==> config.mk <==
export PLATFORM = sky130hd
export DESIGN_NAME = core_interrupt_status_enable
export DESIGN_NICKNAME = d
export VERILOG_FILES = /design/src/core_irq_pkg.sv /design/src/pin_edge_detect.sv /design/src/core_flag_cell.sv /design/src/core_interrupt_status_enable.sv
export SDC_FILE = /design/constraint.sdc
export NUM_CORES = 1
export LEC_CHECK = 0
export BUFFER_PORTS_ARGS = -buffer_cell sky130_fd_sc_hd__buf_2
export CORE_UTILIZATION = 40
export DETAILED_ROUTE_END_ITERATION = 12
export PLACE_DENSITY = 0.6
export SYNTH_ARGS = -nofsm -noshare
export SYNTH_HDL_FRONTEND = slang
export SYNTH_SLANG_ARGS = --single-unit
==> constraint.sdc <==
create_clock -name clk_sys -period 2.6 [get_ports clk_sys]
set_clock_uncertainty 0.2 [all_clocks]
set_input_delay 0.13 -clock clk_sys [delete_from_list [all_inputs] [get_ports clk_sys]]
set_output_delay 0.13 -clock clk_sys [all_outputs]
set_load 0.01 [all_outputs]
==> src/core_irq_pkg.sv <==
// Shared constants for the core interrupt status and enable block
package core_irq_pkg;

    // ------------------------------------------------------------
    // Bus widths
    // ------------------------------------------------------------
    localparam int ADDR_W = 8;
    localparam int DATA_W = 8;

    // ------------------------------------------------------------
    // Register offsets
    // ------------------------------------------------------------
    localparam logic [7:0] OFS_CORE_STAT   = 8'h07;
    localparam logic [7:0] OFS_PERIPH_EN   = 8'h17;
    localparam logic [7:0] OFS_EVT_STATUS  = 8'h20;
    localparam logic [7:0] OFS_EVT_MASK    = 8'h21;
    localparam logic [7:0] OFS_EDGE_CFG    = 8'h22;

    // ------------------------------------------------------------
    // Field layout of the core status/control register
    // ------------------------------------------------------------
    localparam int NUM_CORE_SRC  = 3;  // external, timer overflow, timer pin
    localparam int NUM_ENABLES   = 4;  // three core enables plus group enable
    localparam int CORE_FLAG_LSB = 4;  // flag of source i sits at bit 4+i
    localparam int PEND_BIT      = 7;
    localparam int GROUP_EN_BIT  = 3;
    localparam int SRC_EXT       = 0;
    localparam int SRC_T0        = 1;
    localparam int SRC_T0CK      = 2;

    // ------------------------------------------------------------
    // Own event status layout and edge configuration
    // ------------------------------------------------------------
    localparam int EVT_W        = 5;
    localparam int EVT_PEND     = 3;
    localparam int EVT_HAZARD   = 4;
    localparam int EDGE_W       = 2;

    // ------------------------------------------------------------
    // Reset values
    // ------------------------------------------------------------
    localparam logic [7:0] RST_REG8     = 8'h00;
    localparam logic [4:0] RST_EVT      = 5'h00;
    localparam logic [1:0] RST_EDGE     = 2'h0;

    // ------------------------------------------------------------
    // Vector addresses; reset vector 00h is the default, all peripherals share 20h
    // ------------------------------------------------------------
    typedef enum logic [7:0] {
        VEC_RESET  = 8'h00,
        VEC_EXT    = 8'h08,
        VEC_T0     = 8'h10,
        VEC_T0CK   = 8'h18,
        VEC_PERIPH = 8'h20
    } vector_e;

endpackage

==> src/pin_edge_detect.sv <==
// Programmable edge detector for a synchronous pin input
`timescale 1ns/1ps
module pin_edge_detect (
    // Clock and reset
    input  wire logic clk_sys,
    input  wire logic sys_rst,
    // Pin and edge selection (1 = rising, 0 = falling)
    input  wire logic pin_level,
    input  wire logic rising_sel,
    // Detected edge
    output logic      edge_pulse
);
    logic prev_q;
    logic prev_d;

    // Previous level, cleared by reset so no falling edge follows it
    always_comb begin
        prev_d = pin_level;
    end

    always_ff @(posedge clk_sys) begin
        if (sys_rst) begin
            prev_q <= 1'b0;
        end else begin
            prev_q <= prev_d;
        end
    end

    // One-cycle pulse on the selected transition
    assign edge_pulse = rising_sel ? (pin_level & ~prev_q) : (~pin_level & prev_q);
endmodule

==> src/core_flag_cell.sv <==
// One hardware-set interrupt flag with vector clear and software write
`timescale 1ns/1ps
module core_flag_cell (
    // Clock and reset
    input  wire logic clk_sys,
    input  wire logic sys_rst,
    // Set, hardware clear and software write
    input  wire logic set_evt,
    input  wire logic hw_clr,
    input  wire logic sw_wr,
    input  wire logic sw_val,
    // Flag state
    output logic      flag_q
);
    logic flag_d;

    // Set beats every clear so no event is lost
    always_comb begin
        if (set_evt) begin
            flag_d = 1'b1;
        end else if (hw_clr) begin
            flag_d = 1'b0;
        end else if (sw_wr) begin
            flag_d = sw_val;
        end else begin
            flag_d = flag_q;
        end
    end

    always_ff @(posedge clk_sys) begin
        if (sys_rst) begin
            flag_q <= 1'b0;
        end else begin
            flag_q <= flag_d;
        end
    end
endmodule

==> src/core_interrupt_status_enable.sv <==
// Core interrupt status/control and first peripheral enable register
// Function
// - Pending flag is OR of enabled peripheral flags
// - Pending flag bit is read-only
// - Timer overflow sets flag; vector 10h clears
// - Timer pin edge sets flag; vector 18h clears
// - External pin edge sets flag; vector 08h clears
// - Group enable gates all enabled peripheral interrupts
// - Timer pin edge enable gates its interrupt
// - Timer overflow enable gates its interrupt
// - External pin enable gates its interrupt
// - Enable bit 7 gates port-B change interrupt
// - Enable bits 6..4 gate timers three, two, one
// - Enable bits 3, 2 gate captures two, one
// - Enable bit 1 gates serial transmit empty
// - Enable bit 0 gates serial receive full
// - Flags set regardless of enables or disable
// - Flag set while enable cleared with global disable low: vector 00h
`timescale 1ns/1ps
module core_interrupt_status_enable (
    // Clock and reset
    input  wire logic                              clk_sys,
    input  wire logic                              sys_rst,
    // Register port
    input  wire logic [core_irq_pkg::ADDR_W-1:0]   reg_addr,
    input  wire logic [core_irq_pkg::DATA_W-1:0]   reg_wdata,
    input  wire logic                              reg_wr,
    input  wire logic                              reg_rd,
    output logic      [core_irq_pkg::DATA_W-1:0]   reg_rdata,
    // Event sources
    input  wire logic                              external_interrupt_pin,
    input  wire logic                              timer_clock_input_pin,
    input  wire logic                              timer_zero_overflow,
    input  wire logic [core_irq_pkg::DATA_W-1:0]   periph_request_flags,
    // Core sequencer
    input  wire logic                              global_interrupt_disable,
    input  wire logic                              vector_taken,
    input  wire logic [core_irq_pkg::DATA_W-1:0]   vector_taken_addr,
    output logic                                   core_int_request,
    output logic      [core_irq_pkg::DATA_W-1:0]   request_vector,
    output logic                                   reset_vector_request,
    // Event interrupt
    output logic                                   irq
);
    import core_irq_pkg::*;

    // ------------------------------------------------------------
    // Helpers
    // ------------------------------------------------------------

    // Register select, used by every write path and the status read clear
    function automatic logic hit(input logic [ADDR_W-1:0] a,
                                 input logic [7:0] ofs);
        hit = (a == ofs);
    endfunction

    // Vector owned by each core source
    function automatic logic [7:0] src_vector(input int idx);
        case (idx)
            SRC_EXT:  src_vector = VEC_EXT;
            SRC_T0:   src_vector = VEC_T0;
            SRC_T0CK: src_vector = VEC_T0CK;
            default:  src_vector = VEC_RESET;
        endcase
    endfunction

    // ------------------------------------------------------------
    // Declarations
    // ------------------------------------------------------------
    logic                    core_wr;
    logic                    pie_wr;
    logic [NUM_CORE_SRC-1:0] src_set;
    logic [NUM_CORE_SRC-1:0] src_clr;
    logic [NUM_CORE_SRC-1:0] flag_q;
    logic [EDGE_W-1:0]       pin_edge;
    logic                    peripheral_pending;
    logic [NUM_ENABLES-1:0]  en_q;
    logic [NUM_ENABLES-1:0]  en_d;
    logic [DATA_W-1:0]       peripheral_interrupt_enable_one_q;
    logic [DATA_W-1:0]       peripheral_interrupt_enable_one_d;
    logic [EDGE_W-1:0]       edge_cfg_q;
    logic [EDGE_W-1:0]       edge_cfg_d;
    logic [NUM_ENABLES-1:0]  all_flags;
    logic [NUM_ENABLES-1:0]  en_cleared;
    logic                    hazard;
    logic                    pend_prev_q;
    logic [EVT_W-1:0]        evt_q;
    logic [EVT_W-1:0]        evt_d;
    logic [EVT_W-1:0]        msk_q;
    logic [EVT_W-1:0]        msk_d;
    logic [EVT_W-1:0]        evt_in;
    logic [DATA_W-1:0]       rdata_q;
    logic [DATA_W-1:0]       rdata_d;
    logic                    req_q;
    logic                    req_d;
    logic [DATA_W-1:0]       vec_q;
    logic [DATA_W-1:0]       vec_d;
    logic                    rst_vec_q;
    logic [NUM_ENABLES-1:0]  active;

    assign core_wr = reg_wr && hit(reg_addr, OFS_CORE_STAT);
    assign pie_wr  = reg_wr && hit(reg_addr, OFS_PERIPH_EN);

    // ------------------------------------------------------------
    // Pin edges and core flags
    // ------------------------------------------------------------

    // Edge detectors: index 0 external pin, index 1 timer clock pin
    generate
        for (genvar e = 0; e < EDGE_W; e++) begin : g_edge
            pin_edge_detect u_edge (
                .clk_sys    (clk_sys),
                .sys_rst    (sys_rst),
                .pin_level  ((e == 0) ? external_interrupt_pin : timer_clock_input_pin),
                .rising_sel (edge_cfg_q[e]),
                .edge_pulse (pin_edge[e])
            );
        end
    endgenerate

    // Set sources ignore every enable and the global disable
    assign src_set[SRC_EXT]  = pin_edge[0];
    assign src_set[SRC_T0]   = timer_zero_overflow;
    assign src_set[SRC_T0CK] = pin_edge[1];

    // Flags are writable by software; vectoring clears them
    generate
        for (genvar s = 0; s < NUM_CORE_SRC; s++) begin : g_flag
            assign src_clr[s] = vector_taken && (vector_taken_addr == src_vector(s));
            core_flag_cell u_flag (
                .clk_sys (clk_sys),
                .sys_rst (sys_rst),
                .set_evt (src_set[s]),
                .hw_clr  (src_clr[s]),
                .sw_wr   (core_wr),
                .sw_val  (reg_wdata[CORE_FLAG_LSB+s]),
                .flag_q  (flag_q[s])
            );
        end
    endgenerate

    // Derived pending flag; never stored, so writes cannot touch it
    assign peripheral_pending = |(periph_request_flags & peripheral_interrupt_enable_one_q);

    // ------------------------------------------------------------
    // Enable registers and edge configuration
    // ------------------------------------------------------------

    // Only the low nibble of the core register holds enables
    always_comb begin
        en_d       = en_q;
        peripheral_interrupt_enable_one_d     = peripheral_interrupt_enable_one_q;
        edge_cfg_d = edge_cfg_q;
        if (core_wr) begin
            en_d = reg_wdata[NUM_ENABLES-1:0];
        end
        if (pie_wr) begin
            peripheral_interrupt_enable_one_d = reg_wdata;
        end
        if (reg_wr && hit(reg_addr, OFS_EDGE_CFG)) begin
            edge_cfg_d = reg_wdata[EDGE_W-1:0];
        end
    end

    always_ff @(posedge clk_sys) begin
        if (sys_rst) begin
            en_q       <= RST_REG8[NUM_ENABLES-1:0];
            peripheral_interrupt_enable_one_q     <= RST_REG8;
            edge_cfg_q <= RST_EDGE;
        end else begin
            en_q       <= en_d;
            peripheral_interrupt_enable_one_q     <= peripheral_interrupt_enable_one_d;
            edge_cfg_q <= edge_cfg_d;
        end
    end

    // ------------------------------------------------------------
    // Request, vector choice and reset hazard
    // ------------------------------------------------------------

    // Flags aligned with their enables; bit 3 is the group
    assign all_flags = {peripheral_pending, flag_q};
    assign active    = all_flags & en_q;

    // Clearing an enable while its flag is live sends the core home.
    // Software should set the global disable first to avoid this.
    always_comb begin
        en_cleared = core_wr ? (en_q & ~reg_wdata[NUM_ENABLES-1:0]) :
                               {NUM_ENABLES{1'b0}};
        hazard = !global_interrupt_disable &&
                 |(en_cleared & (all_flags | {1'b0, src_set}));
    end

    // External first, then timer overflow, timer pin, peripherals
    always_comb begin
        req_d = !global_interrupt_disable && (|active);
        vec_d = VEC_RESET;
        if (hazard) begin
            vec_d = VEC_RESET;
        end else if (active[SRC_EXT]) begin
            vec_d = VEC_EXT;
        end else if (active[SRC_T0]) begin
            vec_d = VEC_T0;
        end else if (active[SRC_T0CK]) begin
            vec_d = VEC_T0CK;
        end else if (active[GROUP_EN_BIT]) begin
            vec_d = VEC_PERIPH;
        end
    end

    always_ff @(posedge clk_sys) begin
        if (sys_rst) begin
            req_q     <= 1'b0;
            vec_q     <= RST_REG8;
            rst_vec_q <= 1'b0;
        end else begin
            req_q     <= req_d;
            vec_q     <= vec_d;
            rst_vec_q <= hazard;
        end
    end

    assign core_int_request     = req_q;
    assign request_vector       = vec_q;
    assign reset_vector_request = rst_vec_q;

    // ------------------------------------------------------------
    // Event status, mask and read port
    // ------------------------------------------------------------

    assign evt_in = {hazard, peripheral_pending & ~pend_prev_q, src_set};

    // Read clears status; a new event in that cycle still lands
    always_comb begin
        evt_d   = evt_q;
        msk_d   = msk_q;
        rdata_d = RST_REG8;
        if (reg_rd && hit(reg_addr, OFS_EVT_STATUS)) begin
            evt_d = {EVT_W{1'b0}};
        end
        evt_d = evt_d | evt_in;
        if (reg_wr && hit(reg_addr, OFS_EVT_MASK)) begin
            msk_d = reg_wdata[EVT_W-1:0];
        end
        if (reg_rd) begin
            case (reg_addr)
                OFS_CORE_STAT:  rdata_d = {peripheral_pending, flag_q[SRC_T0CK],
                                           flag_q[SRC_T0], flag_q[SRC_EXT], en_q};
                OFS_PERIPH_EN:  rdata_d = peripheral_interrupt_enable_one_q;
                OFS_EVT_STATUS: rdata_d = {3'h0, evt_q};
                OFS_EVT_MASK:   rdata_d = {3'h0, msk_q};
                OFS_EDGE_CFG:   rdata_d = {6'h00, edge_cfg_q};
                default:        rdata_d = RST_REG8;
            endcase
        end
    end

    always_ff @(posedge clk_sys) begin
        if (sys_rst) begin
            evt_q       <= RST_EVT;
            msk_q       <= RST_EVT;
            rdata_q     <= RST_REG8;
            pend_prev_q <= 1'b0;
        end else begin
            evt_q       <= evt_d;
            msk_q       <= msk_d;
            rdata_q     <= rdata_d;
            pend_prev_q <= peripheral_pending;
        end
    end

    assign reg_rdata = rdata_q;
    assign irq       = |(evt_q & msk_q);
endmodule

==> impl_results.md <==
- Nets: ~350
- H-tree levels: 2
- Distinct cells, synth: 48
- Post_cts resized: 0
- Hold Path Origin: reg_addr[3]
- Hold_ws: roughly 0.0046 ns
- Sequential fraction of the synthesis area: just over 40%
- Gp weighted congestion: between 0.8 and 0.9
- Vias: between 2000 and 2500
- Count of pins over their slew limit: 0
- Violation count after the first detailed-route iteration: about 210
- Slew headroom: about two thirds
- R2r startpoint: edge_cfg_q[0]$_SDFFE_PP0P_
- Slack of the worst reg-to-reg path: slightly above 0.8 ns
- Worst skew pair latency: around 0.30 ns
- CTS buffer count: 5
- Avg WL per Cell: approximately 15 um
- Core ar.: a little under 5000 um2
- Leak: roughly 0.0012 uW
- Min Clock Period, post-route: between 2 and 2.5 ns
- Max incr delay on CP: approximately 0.57 ns
- Commonest non-fill, non-tap cell in the layout: buf_2
- WP buf/inv: 3
- Pwr dens: 492.8 nW/um2
- Clock slew at reported path FFs: roughly 0.08 ns
- Critical Path Start: reg_addr[6]
- Mapped cell area: between 2000 and 2500 um2
- Crit Path Class: primary input to flip-flop
- ANT cells: 0
- Largest net degree at the start of global routing: 20
- Max Cap Viol: 0
- Critical-path top delay cell: dlygate4sd3_1
- Fill cell count: about 470
- TNS Setup: 0 ns
- Mapped Avg Cell Area: 9.036 um2
- Number of synthesized flops with an enable pin: 0
- Critical path cell sequence: dlygate4sd3_1 > buf_2 > or3_1 > nor3_4 > mux2i_1 > a21oi_1 > dlygate4sd3_1
- Max Fclk: ~410 MHz
- Vias in the first global route: 1800
- Required @ worst endpoint: about 2.6 ns
- P&R area growth vs syn: 30.76%
- Root Buffer: clkbuf_8
- IO Port Bufs: 54
- Area contributors post-synth: dfxtp_1, mux2i_1, nor2_1, a21oi_1, a22oi_1
- Crit start category: primary input
- Global-route wire length before repair: 9066 um
- Die footprint: ~5500 um2
- Util after Layout: between 50% and 60%
- Most used cell, CP: dlygate4sd3_1
- WP data arrival: roughly 2.4 ns
- First-pass DRT Iterations: 4
- RSZ-0062 raised after global routing: no
- Share of layout cells above drive strength 1: 25.97%
- Setup violation total in the final timing report: 0
- Tot GR Track Use: a little under a quarter
- Top delay family on crit path: buffers and inverters
- Status: complete, no violations
- Initial core utilization: between 40% and 50%
- Period utilization: between 90% and 100%
- Synth Instances: 230
- Final WL: approximately 5700 um
- Ys async rst share: 0%
- Final HPWL from detailed placement: roughly 4300 um
- CTS tree: built
- Worst hold path type: primary input to flip-flop
- VDD IR max: approximately 0.00025 V
- Yosys top cell area share: approximately two fifths
- FF+latch count, synth: 43
- Final hold violation count: 0
- Initial antenna violation count: 0
- Commonest non-fill, non-tap cells in the layout: buf_2, dfxtp_1, nor2_1, mux2i_1, dlygate4sd3_1
- Row Count: 25
- Chip height: between 70 and 80 um
- Die width: around 74 um
- Top Ports: 60
- CP Capture Type: flip-flop
- CP Max Fanout: 7
- Area leader, netlist: dfxtp_1
- CTS sink cnt: 43
- Measured slew at the worst slew-check pin: 0.4978 ns
- Most used flip-flop cell after synthesis: dfxtp_1
- GRT overflow: 0
- Synth warnings: 0
- Longest Clk Path Bufs: 2
- DRC Markers: 0
- Vias per std cell: approximately 5.4
- Post-route ant nets: 0
[final timing paths]
check        cells past startpoint                              endpoint
min reg2reg                      2                 msk_q[3]$_SDFFE_PP0P_
min                              4       reset_vector_request$_SDFF_PP0_
max                              7  g_flag[1].u_flag.flag_q$_SDFFE_PP0P_
max reg2reg                      4                   evt_q[4]$_SDFF_PP0_
[synthesized netlist by cell type, drive strengths merged (3+ instances only)]
cell type and n:
dfxtp 43, nor2 34, mux2i 23, a21oi 14, nand2 13, a22oi 8, buf 8, nor3 8
inv 7, nand3 7, nor2b 6, clkbuf 5, nor3b 4, nor4 4, mux2 3, nand4 3
o2111ai 3, o41ai 3
[per-layer routing]
layer	up-vias	wire length [um]	global-route usage, %
li1	1002	-	-
met1	939	2820	31.48
met2	71	2505	33.43
met3	8	330	6.369
met4	0	85	7.906
met5	-	0	0
[stage by stage]
stage,instances,area (um2),worst slack (ns),total power (uW)
finish,375,2718,0.1701,1339
global route,375,2718,0.09991,1393
CTS,369,2673,0.001751,1349
detailed placement,344,2385,0.7149,795.1
global placement,344,2385,0.7218,795.8
floorplan,234,2093,0.9392,745.2
[state kept, by name (all words and copies together) (netlist names), 2 cells and up]
signal	count
en_q	4
g_edge.u_edge.prev_q	2
evt_q	5
g_flag.u_flag.flag_q	3
msk_q	5
edge_cfg_q	2
peripheral_interrupt_enable_one_q	8
request_vector	3
reg_rdata	8
[where the power goes]
part | internal (uW) | leakage, uW | switching [uW]
Clock | 311 | 0.0000612 | 227
Sequential | 666 | 0.000348 | 8.16
Combinational | 60.7 | 0.000789 | 66.8
[repair_timing]
| action | in CTS | in global routing |
|---|---|---|
| hold buffers | 17 | 0 |
| setup endpoints to repair | 0 | 1 |
| setup buffers | 0 | 6 |
| hold endpoints to repair | 30 | 0 |
[final cells by class]
type / instances / area, um2 / share of cell area [%]
Inverter: 7 / 26.28 / 0.9668
Multi-Input combinational cell: 171 / 1129 / 41.53
Clock inverter: 2 / 35.03 / 1.289
Tap cell: 67 / 83.83 / 3.085
Timing Repair Buffer: 79 / 500.5 / 18.42
Sequential cell: 43 / 860.8 / 31.68
Clock buffer: 6 / 82.58 / 3.039
[kinds of logic (layout without fill, tap and decap cells)]
group / count (synthesis) / after routing / share of synthesized area, %
AO/OA/AOI/OAI: 46 / 46 / 16.44
AND/OR/NAND/NOR: 94 / 94 / 24.26
flip-flops: 43 / 43 / 41.42
multiplexers: 26 / 26 / 12.70
buffers and inverters: 20 / 94 / 4.997
other: 1 / 5 / 0.1804
[worst reg2reg max path, cell delays in order (launching register included)]
cell      delay (ns)
dfxtp_1         0.34
and3b_1         0.21
o311a_1         0.37
nor3_1          0.34
o311ai_0        0.18
Power figures use the tool's default switching activity.
